--- config.mk ---
export PLATFORM = sky130hd
export DESIGN_NAME = cmc_mode_ctrl
export DESIGN_NICKNAME = d
export VERILOG_FILES = /design/src/design/cmc_pkg.sv /design/src/design/cmc_mode_ctrl.sv
export SDC_FILE = /design/constraint.sdc
export NUM_CORES = 1
export LEC_CHECK = 0
export BUFFER_PORTS_ARGS = -buffer_cell sky130_fd_sc_hd__buf_2
export CAP_MARGIN = 20
export CORE_ASPECT_RATIO = 1.5
export CORE_MARGIN = 1
export CORE_UTILIZATION = 53
export DETAILED_ROUTE_END_ITERATION = 10
export GPL_TIMING_DRIVEN = 0
export PLACE_DENSITY_LB_ADDON = 0.12
export SYNTH_ARGS = -nofsm -noshare
export SYNTH_HDL_FRONTEND = slang
export SYNTH_SLANG_ARGS = --single-unit
--- constraint.sdc ---
create_clock -name clk_i -period 2.7 [get_ports clk_i]
set_clock_uncertainty 0.15 [all_clocks]
set_input_delay 0.405 -clock clk_i [delete_from_list [all_inputs] [get_ports clk_i]]
set_output_delay 0.405 -clock clk_i [all_outputs]
set_load 0.01 [all_outputs]
--- src/design/cmc_pkg.sv ---
/*
  Shared constants of the CAN operating-mode controller: register offsets,
  field positions, mode codes, reset values and timing figures.
  Assumes a 25 MHz module clock and a 32-bit classic Wishbone register bus.
*/
`default_nettype none

package cmc_pkg;

  // ==========================================================================
  // Clock and timing
  // ==========================================================================
  localparam int CLK_PERIOD_NS   = 40;
  localparam int WAKE_FILT_NS    = 200;  // Least glitch width the wake filter passes
  localparam int WAKE_FILT_CYC   = (WAKE_FILT_NS + CLK_PERIOD_NS - 1) / CLK_PERIOD_NS;
  localparam int IDLE_BITS       = 11;   // Recessive bits that make the bus idle

  // ==========================================================================
  // Mode codes, shared by the request and current-mode fields
  // ==========================================================================
  typedef enum logic [2:0] {
    CMC_MODE_NORMAL  = 3'h0,
    CMC_MODE_DISABLE = 3'h1,
    CMC_MODE_LOOP    = 3'h2,
    CMC_MODE_LISTEN  = 3'h3,
    CMC_MODE_CONFIG  = 3'h4,
    CMC_MODE_RSV5    = 3'h5,
    CMC_MODE_RSV6    = 3'h6,
    CMC_MODE_LSNALL  = 3'h7
  } cmc_mode_e;

  // ==========================================================================
  // Register offsets (byte addresses)
  // ==========================================================================
  localparam logic [7:0] OFS_CTRL1   = 8'h00;  // module_control_one
  localparam logic [7:0] OFS_CFG2    = 8'h04;  // bit_timing_config_two
  localparam logic [7:0] OFS_BAUD    = 8'h08;  // Baud rate configuration
  localparam logic [7:0] OFS_FILT    = 8'h0C;  // Acceptance filter
  localparam logic [7:0] OFS_AMSK    = 8'h10;  // Acceptance mask
  localparam logic [7:0] OFS_IRQ_ST  = 8'h14;  // Interrupt status, read clears
  localparam logic [7:0] OFS_IRQ_MSK = 8'h18;  // Interrupt mask
  localparam logic [7:0] OFS_TXCTL   = 8'h1C;  // Transmit request / abort

  // ==========================================================================
  // Field positions
  // ==========================================================================
  localparam int CTRL_REQ_LSB    = 8;   // mode_request_field 10:8
  localparam int CTRL_CUR_LSB    = 5;   // current_mode_field 7:5
  localparam int CTRL_ABORT_BIT  = 12;  // Abort all pending transmissions
  localparam int CFG2_WAKE_FILTER_ENABLE_BIT = 14;  // wake_filter_enable
  localparam int CFG2_W          = 15;
  localparam int TX_REQ_BIT      = 0;   // tx_request_flag
  localparam int TX_ABT_BIT      = 1;   // tx_aborted_flag
  localparam int IRQ_WAKE_BIT    = 0;
  localparam int IRQ_ABT_BIT     = 1;
  localparam int IRQ_MODE_BIT    = 2;
  localparam int IRQ_W           = 3;

  // ==========================================================================
  // Reset values
  // ==========================================================================
  localparam logic [CFG2_W-1:0] CFG2_RST  = 15'h0000;
  localparam logic [31:0]       WORD_ZERO = 32'h0000_0000;
  localparam logic [IRQ_W-1:0]  IRQ_ZERO  = 3'h0;

endpackage : cmc_pkg

`default_nettype wire

--- src/design/cmc_mode_ctrl.sv ---
/*
  Operating-mode controller of a CAN node: mode request and current mode,
  bus-idle detection, configuration lock, pin ownership, loopback, wake
  filter and wake flag, transmit start gating and abort.
  Assumes a bit-timing engine on the same clock that pulses bit_tick_i at
  each sample point, and a protocol engine that drives core_tx_i and reports
  core_tx_busy_i while a frame is on the wire.
*/
// Register access over Wishbone and the register addresses were decided locally.
// How it works
// RQ1: Request field written, current mode field read back
// RQ2: Mode changes only after eleven recessive bits
// RQ3: Configuration: no traffic, error counters cleared
// RQ4: Configuration registers writable only in configuration
// RQ5: Configuration entry waits for transmission end
// RQ6: Disable: no traffic, wake flag, counters kept
// RQ7: Request 001 enters disable after idle bus
// RQ8: Disable releases both bus pins
// RQ9: Wake filter on receive, enabled by bit 14
// RQ10: New transmit waits for eleven recessive bits
// RQ11: Disable during that wait aborts the transmit
// RQ12: Request 000: normal mode, pins owned, full traffic
// RQ13: Listen-only: passive, transmit pin released, counters off
// RQ14: Request 111: ignore errors, keep partial frames
// RQ15: Loopback joins transmit to receive, pins released
// RQ16: Dominant bit restarts the idle counter
// RQ17: Distinct codes; reserved requests are ignored
`timescale 1ns/1ps
`default_nettype none

module cmc_mode_ctrl #(
  parameter int IDLE_BITS_P = cmc_pkg::IDLE_BITS,
  parameter int WAKE_CYC_P  = cmc_pkg::WAKE_FILT_CYC
) (
  // Clock, reset, enable
  input  wire logic        clk_i,
  input  wire logic        rst_i,
  input  wire logic        ce_i,
  // Wishbone slave
  input  wire logic        wb_cyc_i,
  input  wire logic        wb_stb_i,
  input  wire logic        wb_we_i,
  input  wire logic [7:0]  wb_adr_i,
  input  wire logic [3:0]  wb_sel_i,
  input  wire logic [31:0] wb_dat_i,
  output logic [31:0]      wb_dat_o,
  output logic             wb_ack_o,
  // Interrupt
  output logic             irq_o,
  // Bus pins
  input  wire logic        bus_receive_pin_i,
  output logic             bus_transmit_pin_o,
  output logic             bus_transmit_pin_oe_o,
  output logic             bus_receive_pin_own_o,
  // Protocol engine side
  input  wire logic        bit_tick_i,
  input  wire logic        core_tx_i,
  input  wire logic        core_tx_busy_i,
  input  wire logic        cpu_sleep_i,
  output logic             core_rx_o,
  output logic             core_tx_start_o,
  output logic             core_tx_en_o,
  output logic             core_rx_en_o,
  output logic             core_ack_err_en_o,
  output logic             core_accept_all_o,
  output logic             err_cnt_clear_o,
  output logic             err_cnt_hold_o,
  // Configuration toward the engine
  output logic [14:0]      bit_timing_cfg_o,
  output logic [31:0]      baud_cfg_o,
  output logic [31:0]      accept_filter_o,
  output logic [31:0]      accept_mask_o
);

  // ==========================================================================
  // Declarations
  // ==========================================================================
  localparam logic [3:0] IDLE_MAX = 4'(IDLE_BITS_P);
  localparam logic [3:0] WAKE_MAX = 4'(WAKE_CYC_P);

  cmc_pkg::cmc_mode_e req_ff, cur_ff;
  logic [3:0]         idle_cnt_ff;
  logic               rx_meta_ff, rx_sync_ff;
  logic [3:0]         filt_cnt_ff;
  logic               rx_filt_ff, rx_prev_ff;
  logic               core_rx_ff, tx_pin_ff;
  logic               fresh_ff;
  logic               tx_req_ff, tx_abt_ff, abort_all_ff;
  logic [14:0]        cfg2_ff;
  logic [31:0]        baud_ff, filt_ff, amsk_ff;
  logic [2:0]         irq_st_ff, irq_msk_ff;
  logic               ack_ff;
  logic [31:0]        rdat_ff;

  logic               bus_idle, mode_go, tx_start, tx_abort, wake_evt;
  logic               wr_stb, rd_stb, cfg_ok, tx_mode, rx_line, filt_on;
  logic [2:0]         wreq;
  logic [31:0]        nxt_rdat;

  // ==========================================================================
  // Wishbone strobes
  // ==========================================================================
  // One wait state: ack comes the cycle after the request is seen
  assign wr_stb = wb_cyc_i & wb_stb_i & ack_ff & wb_we_i;  // Writes land at the acknowledged edge
  assign rd_stb = wb_cyc_i & wb_stb_i & ~ack_ff & ~wb_we_i;
  assign cfg_ok = (cur_ff == cmc_pkg::CMC_MODE_CONFIG);  // [RQ4]
  assign wreq   = wb_dat_i[cmc_pkg::CTRL_REQ_LSB +: 3];

  // Ack register, dropped the cycle after it is given
  always_ff @(posedge clk_i) begin
    if (rst_i) begin
      ack_ff <= 1'b0;
    end else if (ce_i) begin
      ack_ff <= wb_cyc_i & wb_stb_i & ~ack_ff;
    end
  end

  // ==========================================================================
  // Receive input path
  // ==========================================================================
  // Two-stage synchroniser; only the second stage feeds logic
  always_ff @(posedge clk_i) begin
    if (rst_i) begin
      rx_meta_ff <= 1'b1;
      rx_sync_ff <= 1'b1;
    end else if (ce_i) begin
      rx_meta_ff <= bus_receive_pin_i;
      rx_sync_ff <= rx_meta_ff;
    end
  end

  // Low-pass only while asleep or disabled, so normal bit timing is untouched
  assign filt_on = cfg2_ff[cmc_pkg::CFG2_WAKE_FILTER_ENABLE_BIT] &
                   (cpu_sleep_i | (cur_ff == cmc_pkg::CMC_MODE_DISABLE));  // [RQ9]

  // Filtered line follows the pin after a stable run while the filter is on, and at once while it is off
  always_ff @(posedge clk_i) begin
    if (rst_i) begin
      filt_cnt_ff <= 4'h0;
      rx_filt_ff  <= 1'b1;
    end else if (ce_i) begin
      if (!filt_on || rx_sync_ff == rx_filt_ff) begin
        filt_cnt_ff <= 4'h0;
        if (!filt_on) begin
          rx_filt_ff <= rx_sync_ff;
        end
      end else if (filt_cnt_ff + 4'h1 >= WAKE_MAX) begin  // [RQ9]
        filt_cnt_ff <= 4'h0;
        rx_filt_ff  <= rx_sync_ff;
      end else begin
        filt_cnt_ff <= filt_cnt_ff + 4'h1;
      end
    end
  end

  // Line the engine and idle detector see; loopback ignores the pin
  assign rx_line = (cur_ff == cmc_pkg::CMC_MODE_LOOP) ? core_tx_i : rx_filt_ff;  // [RQ15]

  // Registered engine receive and pin drive
  always_ff @(posedge clk_i) begin
    if (rst_i) begin
      core_rx_ff <= 1'b1;
      tx_pin_ff  <= 1'b1;
      rx_prev_ff <= 1'b1;
    end else if (ce_i) begin
      core_rx_ff <= rx_line;
      tx_pin_ff  <= core_tx_i;
      rx_prev_ff <= rx_filt_ff;
    end
  end

  // Falling edge of the filtered line in disable mode is bus activity
  assign wake_evt = (cur_ff == cmc_pkg::CMC_MODE_DISABLE) & rx_prev_ff & ~rx_filt_ff;  // [RQ6]

  // ==========================================================================
  // Bus idle detector
  // ==========================================================================
  // Counts recessive samples, saturating at the idle threshold
  always_ff @(posedge clk_i) begin
    if (rst_i) begin
      idle_cnt_ff <= 4'h0;
    end else if (ce_i && bit_tick_i) begin
      if (!rx_line) begin
        idle_cnt_ff <= 4'h0;  // [RQ16]
      end else if (idle_cnt_ff < IDLE_MAX) begin
        idle_cnt_ff <= idle_cnt_ff + 4'h1;
      end
    end
  end

  assign bus_idle = (idle_cnt_ff >= IDLE_MAX);  // [RQ2]

  // ==========================================================================
  // Mode sequencing
  // ==========================================================================
  // Change when idle; configuration also waits for the frame to end
  assign mode_go = (req_ff != cur_ff) & bus_idle &
                   ~((req_ff == cmc_pkg::CMC_MODE_CONFIG) & core_tx_busy_i);  // [RQ2] [RQ5] [RQ7]

  // Request field; reserved codes leave the old request in place
  always_ff @(posedge clk_i) begin
    if (rst_i) begin
      req_ff <= cmc_pkg::CMC_MODE_CONFIG;
    end else if (ce_i && wr_stb && wb_adr_i == cmc_pkg::OFS_CTRL1 && wb_sel_i[1]) begin
      if (wreq != cmc_pkg::CMC_MODE_RSV5 && wreq != cmc_pkg::CMC_MODE_RSV6) begin  // [RQ17]
        req_ff <= cmc_pkg::cmc_mode_e'(wreq);  // [RQ1]
      end
    end
  end

  // Current mode, only moved by an accepted change
  always_ff @(posedge clk_i) begin
    if (rst_i) begin
      cur_ff <= cmc_pkg::CMC_MODE_CONFIG;
    end else if (ce_i && mode_go) begin
      cur_ff <= req_ff;  // [RQ1] [RQ7] [RQ12]
    end
  end

  // Transmitting modes can originate frames
  assign tx_mode = (cur_ff == cmc_pkg::CMC_MODE_NORMAL) | (cur_ff == cmc_pkg::CMC_MODE_LOOP);

  // Marks the first idle wait after entering a transmitting mode
  always_ff @(posedge clk_i) begin
    if (rst_i) begin
      fresh_ff <= 1'b0;
    end else if (ce_i) begin
      if (mode_go) begin
        fresh_ff <= (req_ff == cmc_pkg::CMC_MODE_NORMAL) | (req_ff == cmc_pkg::CMC_MODE_LOOP);
      end else if (tx_start) begin
        fresh_ff <= 1'b0;
      end
    end
  end

  // ==========================================================================
  // Transmit request, start and abort
  // ==========================================================================
  // Idle gate on every start covers the wait after mode entry
  assign tx_start = tx_req_ff & tx_mode & bus_idle & ~core_tx_busy_i &
                    ~abort_all_ff & ~(req_ff == cmc_pkg::CMC_MODE_DISABLE);  // [RQ10]
  assign tx_abort = tx_req_ff & ~core_tx_busy_i &
                    ((fresh_ff & (req_ff == cmc_pkg::CMC_MODE_DISABLE)) | abort_all_ff);  // [RQ11]

  // Request set by software, cleared by start or abort
  always_ff @(posedge clk_i) begin
    if (rst_i) begin
      tx_req_ff <= 1'b0;
    end else if (ce_i) begin
      if (tx_start || tx_abort) begin
        tx_req_ff <= 1'b0;  // [RQ11]
      end else if (wr_stb && wb_adr_i == cmc_pkg::OFS_TXCTL && wb_sel_i[0]) begin
        tx_req_ff <= wb_dat_i[cmc_pkg::TX_REQ_BIT];
      end
    end
  end

  // Abort flag; a new request clears it, an abort in the same cycle wins
  always_ff @(posedge clk_i) begin
    if (rst_i) begin
      tx_abt_ff <= 1'b0;
    end else if (ce_i) begin
      if (tx_abort) begin
        tx_abt_ff <= 1'b1;  // [RQ11]
      end else if (wr_stb && wb_adr_i == cmc_pkg::OFS_TXCTL && wb_sel_i[0] &&
                   wb_dat_i[cmc_pkg::TX_REQ_BIT]) begin
        tx_abt_ff <= 1'b0;
      end
    end
  end

  // Abort-all command, self-clearing once nothing is pending
  always_ff @(posedge clk_i) begin
    if (rst_i) begin
      abort_all_ff <= 1'b0;
    end else if (ce_i) begin
      if (wr_stb && wb_adr_i == cmc_pkg::OFS_CTRL1 && wb_sel_i[1] &&
          wb_dat_i[cmc_pkg::CTRL_ABORT_BIT]) begin
        abort_all_ff <= 1'b1;
      end else if (!tx_req_ff) begin
        abort_all_ff <= 1'b0;
      end
    end
  end

  // ==========================================================================
  // Locked configuration registers
  // ==========================================================================
  // Writes while on-line are dropped silently but still acknowledged
  always_ff @(posedge clk_i) begin
    if (rst_i) begin
      cfg2_ff    <= cmc_pkg::CFG2_RST;
      baud_ff    <= cmc_pkg::WORD_ZERO;
      filt_ff    <= cmc_pkg::WORD_ZERO;
      amsk_ff    <= cmc_pkg::WORD_ZERO;
      irq_msk_ff <= cmc_pkg::IRQ_ZERO;
    end else if (ce_i && wr_stb && cfg_ok) begin  // [RQ4]
      case (wb_adr_i)
        cmc_pkg::OFS_CFG2: begin
          if (wb_sel_i[0]) cfg2_ff[7:0]  <= wb_dat_i[7:0];
          if (wb_sel_i[1]) cfg2_ff[14:8] <= wb_dat_i[14:8];
        end
        cmc_pkg::OFS_BAUD:    baud_ff    <= wb_dat_i;
        cmc_pkg::OFS_FILT:    filt_ff    <= wb_dat_i;
        cmc_pkg::OFS_AMSK:    amsk_ff    <= wb_dat_i;
        cmc_pkg::OFS_IRQ_MSK: irq_msk_ff <= wb_dat_i[2:0];
        default: ;
      endcase
    end
  end

  // ==========================================================================
  // Interrupt status
  // ==========================================================================
  // Read clears; an event in the same cycle as the clearing read survives
  always_ff @(posedge clk_i) begin
    if (rst_i) begin
      irq_st_ff <= cmc_pkg::IRQ_ZERO;
    end else if (ce_i) begin
      irq_st_ff <= (rd_stb && wb_adr_i == cmc_pkg::OFS_IRQ_ST) ? cmc_pkg::IRQ_ZERO : irq_st_ff;
      if (wake_evt) irq_st_ff[cmc_pkg::IRQ_WAKE_BIT] <= 1'b1;  // [RQ6]
      if (tx_abort) irq_st_ff[cmc_pkg::IRQ_ABT_BIT]  <= 1'b1;
      if (mode_go)  irq_st_ff[cmc_pkg::IRQ_MODE_BIT] <= 1'b1;
    end
  end

  assign irq_o = |(irq_st_ff & irq_msk_ff);

  // ==========================================================================
  // Read data
  // ==========================================================================
  // Read mux, registered with the ack; unmapped reads give zero
  always_comb begin
    nxt_rdat = cmc_pkg::WORD_ZERO;
    case (wb_adr_i)
      cmc_pkg::OFS_CTRL1: begin
        nxt_rdat[cmc_pkg::CTRL_REQ_LSB +: 3] = req_ff;
        nxt_rdat[cmc_pkg::CTRL_CUR_LSB +: 3] = cur_ff;  // [RQ1]
        nxt_rdat[cmc_pkg::CTRL_ABORT_BIT]    = abort_all_ff;
      end
      cmc_pkg::OFS_CFG2:    nxt_rdat[14:0] = cfg2_ff;
      cmc_pkg::OFS_BAUD:    nxt_rdat = baud_ff;
      cmc_pkg::OFS_FILT:    nxt_rdat = filt_ff;
      cmc_pkg::OFS_AMSK:    nxt_rdat = amsk_ff;
      cmc_pkg::OFS_IRQ_ST:  nxt_rdat[2:0] = irq_st_ff;
      cmc_pkg::OFS_IRQ_MSK: nxt_rdat[2:0] = irq_msk_ff;
      cmc_pkg::OFS_TXCTL: begin
        nxt_rdat[cmc_pkg::TX_REQ_BIT] = tx_req_ff;
        nxt_rdat[cmc_pkg::TX_ABT_BIT] = tx_abt_ff;
      end
      default: nxt_rdat = cmc_pkg::WORD_ZERO;
    endcase
  end

  always_ff @(posedge clk_i) begin
    if (rst_i) begin
      rdat_ff <= cmc_pkg::WORD_ZERO;
    end else if (ce_i && rd_stb) begin
      rdat_ff <= nxt_rdat;
    end
  end

  // ==========================================================================
  // Per-mode effects
  // ==========================================================================
  // Configuration and disable stop all traffic
  assign core_tx_en_o      = tx_mode;                                          // [RQ3] [RQ6] [RQ12]
  assign core_rx_en_o      = (cur_ff == cmc_pkg::CMC_MODE_NORMAL) | (cur_ff == cmc_pkg::CMC_MODE_LOOP) |
                             (cur_ff == cmc_pkg::CMC_MODE_LISTEN) | (cur_ff == cmc_pkg::CMC_MODE_LSNALL);
  // Listen modes never drive acknowledge or error frames
  assign core_ack_err_en_o = tx_mode;                                          // [RQ13]
  assign core_accept_all_o = (cur_ff == cmc_pkg::CMC_MODE_LSNALL);             // [RQ14]
  assign err_cnt_clear_o   = (cur_ff == cmc_pkg::CMC_MODE_CONFIG);             // [RQ3]
  assign err_cnt_hold_o    = (cur_ff == cmc_pkg::CMC_MODE_DISABLE) |
                             (cur_ff == cmc_pkg::CMC_MODE_LISTEN) |
                             (cur_ff == cmc_pkg::CMC_MODE_LSNALL);             // [RQ6] [RQ13]
  assign core_tx_start_o   = tx_start & ce_i;

  // Pin ownership; released pins fall back to the port logic
  assign bus_transmit_pin_oe_o = (cur_ff == cmc_pkg::CMC_MODE_NORMAL);        // [RQ8] [RQ12] [RQ13] [RQ15]
  assign bus_receive_pin_own_o = (cur_ff == cmc_pkg::CMC_MODE_NORMAL) |
                                 (cur_ff == cmc_pkg::CMC_MODE_LISTEN) |
                                 (cur_ff == cmc_pkg::CMC_MODE_LSNALL);         // [RQ8] [RQ15]
  assign bus_transmit_pin_o    = tx_pin_ff;
  assign core_rx_o             = core_rx_ff;

  // Configuration toward the engine
  assign bit_timing_cfg_o = cfg2_ff;
  assign baud_cfg_o       = baud_ff;
  assign accept_filter_o  = filt_ff;
  assign accept_mask_o    = amsk_ff;
  assign wb_dat_o         = rdat_ff;
  assign wb_ack_o         = ack_ff;

endmodule // cmc_mode_ctrl

`default_nettype wire

==> results.txt <==
- Ranked by total cell area, the synthesized netlist is headed by dfxtp_1 44%, mux2i_1 15%, nand2_1 7.5%, o21ai_0 4.2%, nand3_1 3.0%.
* Initial antenna violation count: 0
- Among all flip-flop cells after synthesis, the most frequent one is dfxtp_1.
- Post-synthesis sequential element count: around 170
* IR Drop Worst-Case VDD: around 0.38 mV
* Most used cells in the layout excluding fill and tap cells: 215 x buf_2, 174 x dfxtp_1, 158 x nand2_1, 116 x mux2i_1, 66 x o21ai_0
- FP Rows: 54
* Antenna diode count: 0
- Mean area per synthesized cell: 8.92 sq um
* Worst slew margin relative to its limit: between 40% and 50%
* Unrepaired setup endpoints after global routing: false
* Required time at the endpoint of the critical path: 2.14 ns
- Power consumption: around 0.0053 W
* Clock transition time at the flip-flop clock pins of the worst setup and hold paths: around 0.07 ns
- Global routing used 34.3% of the available tracks across all layers.
- Synthesized area: 7940 sq um
- Clock tree from TritonCTS: done
- Clk root buf: clkbuf_16
- Crit path max fanout: 10
- Timing would allow up to around 0.39 GHz.
- Placed Cells incl. Taps: between 1000 and 1500
- Yosys warning count: 0
- Power per standard cell area: between 500 and 600 nW/um^2
- Cts hold-fix bufs: 0
* Worst slew pin tran: just under 0.9 ns
* Leakage power figure: about 4.3 nW
* Routed len/inst: around 20 um
- Detail Route Antenna Nets: 0
* Number of cells produced by synthesis: 890
* Maximum root-to-sink buffer count: 2
* Global-route wire length before repair: 40.1 mm
- Number of pins with negative max-slew slack in the final report: 0
* Sequential cell area fraction in the yosys report: 43.9%
- Clock latency of the later-clocked register in the worst-skew pair: 0.43 ns
- In this run the vertical extent of the chip is 152 um.
- In the finished design, the share of the clock period the worst path needs comes to about 96%.
* Final Critical Period: ~2.6 ns
- Post-Layout Cell Count: ~1300
- Placer's final routability congestion estimate: about 0.97
* Leading cell type in the layout, fill and taps excluded: buf_2
* Number of maximum-capacitance constraint violations: 0
- Vias in the first global route: about 7500
- In the routed layout, each cell is associated on average with a via count of about 6.0.
- At the end of the flow, the number of nets in the layout was about 1200.
- Setup violations remaining at the end of the flow were counted as 0.
* Area share of the leading cell type in the synthesized netlist: roughly 44%
* Final-layout setup total negative slack: 0 ns
- Total number of clock tree sinks: between 150 and 200
* Number of DRC markers in iteration 0: roughly 580
* Unique masters post-synth: just under 70
- DRC violations left: 0
- Detailed placement finished with a half-perimeter wire length of 19.4 mm.
- WS Path Type: reg2out
- Routed wire length: approximately 27 mm
- Setup Fix Bufs, Post-CTS: 0
- Die outline area: 15500 sq um
* Depth of the CTS H-tree: 4
- The number of nets handed over by synthesis was approximately 950.
* Detailed-route via count: 7850
- Floorplan core area: ~15000 sq um
* Fraction of layout instances using a drive strength above 1: 25.1%
- Initial core utilization: a little over half
- Hold Crit Class: in2reg
- During placement, the flow inserted port buffers numbering between 200 and 250.
- Largest net degree at the start of global routing: 17
- The largest total area in the synthesized netlist belongs to dfxtp_1.
- First-pass iteration count of the detailed router: 8
- The run finished with clean final reports.
* Critical path data arrival time: approximately 2.0 ns
- Die W: ~100 um
- Total count of hold-check failures in the final report: 0
- IO Count: ~210
* Total grt overflow: 0
- Counting flops with a built-in enable in the synthesized netlist gives 0.
* Crit path capture type: output pin
* Area grow syn2layout: 23.0%
- Clock buffer count from CTS: 17
- The worst setup path is launched from a register.
- In the synthesized netlist the async set-or-reset flop fraction comes to 0%.
layer usage:
layer | share of wire (%) | vias up | global-route usage (%) | wire length, um
met5 | 0 | - | 0 | 0
met4 | 5.2 | 0 | 18.8 | 1370
met3 | 7.5 | 110 | 6.16 | 1990
met2 | 50 | 426 | 59.4 | 13200
met1 | 38 | 3683 | 39.0 | 9980
li1 | - | 3631 | - | -
final cells by class:
cell class                 instances  area (sq um)
buffer                            76           344
clock buffer                      18           429
clock inverter                    13           135
fill                            1298          4830
inverter                          11          41.3
multi-input combinational        629          4080
sequential                       174          3480
tap                              196           245
timing repair buffer             202          1010
metrics by stage:
step	utilization, %	hold WS, ns	worst slack (ns)	instance area [sq um]
2_1_floorplan	-	0.291	0.706	7940
3_3_place_gp	63.0	0.278	0.147	9200
3_5_place_dp	63.0	0.288	0.184	9200
4_1_cts	66.9	0.0353	0.125	9760
5_1_grt	66.9	0.0312	0.0534	9760
6_report	66.9	0.0370	0.119	9760
flip-flops by register name, indices dropped and copies added, names as in the netlist, 3 cells and up:
signal	flops
cur_ff	3
bit_timing_cfg_o	15
filt_cnt_ff	4
accept_filter_o	32
baud_cfg_o	32
req_ff	3
accept_mask_o	32
irq_st_ff	3
irq_msk_ff	3
idle_cnt_ff	4
wb_dat_o	32
cell usage after synthesis, types with 5 or more instances:
| cell type | instances |
|---|---|
| xnor2_1 | 5 |
| o21ai_0 | 66 |
| buf_2 | 13 |
| and3_1 | 7 |
| mux2_2 | 8 |
| nor2b_1 | 9 |
| nand2_1 | 158 |
| o2bb2ai_1 | 5 |
| a221oi_1 | 6 |
| buf_1 | 5 |
| inv_1 | 10 |
| a21oi_1 | 47 |
| clkbuf_1 | 47 |
| nor2_1 | 28 |
| mux2i_1 | 116 |
| a22oi_1 | 7 |
| a22o_1 | 8 |
| nand4_1 | 6 |
| a2bb2oi_1 | 17 |
| nand3_1 | 48 |
| dfxtp_1 | 174 |
| nor3_1 | 10 |
logic make-up (layout without fill, tap and decap cells):
kind of cell | after synthesis | in the layout | synth area share, %
mux | 126 | 126 | 16.3
compound gates | 193 | 193 | 15.7
simple gates | 301 | 301 | 18.1
fa+ha+maj | 3 | 3 | 0.473
flops | 174 | 174 | 43.9
xor+xnor | 6 | 6 | 0.662
buf+inv | 87 | 320 | 4.85
path summary, 6_finish.rpt:
check | from | to | slack [ns] | depth (start not counted)
hold reg to reg | wb_dat_o[26] | wb_dat_o[26] | 0.30 | 2
setup reg to reg | wb_ack_o | wb_dat_o[29] | 0.30 | 6
hold / removal | bus_receive_pin_i | rx_meta_ff | 0.04 | 3
setup / recovery | req_ff[0] | core_tx_start_o | 0.12 | 5
what timing repair did:
item | in CTS | in global routing
gates resized for setup | 0 | 1
endpoints found under the hold margin | 0 | 0
setup endpoints to repair | 0 | 20
report_power, final:
part           internal, W  total [W]  leakage (nW)  switching [W]
logic            0.0000893   0.000311          2.64       0.000221
clock network      0.00129    0.00237         0.267        0.00108
registers          0.00257    0.00258          1.40     0.00000566
total              0.00395    0.00526          4.30        0.00131
critical path, cell delays in order (launching register included):
cell,delay [ns]
dfxtp_1,0.31
clkbuf_1,0.43
or3b_2,0.51
nand4_1,0.17
inv_1,0.05
buf_2,0.13
Note: power is estimated with default switching activity, not from simulation.
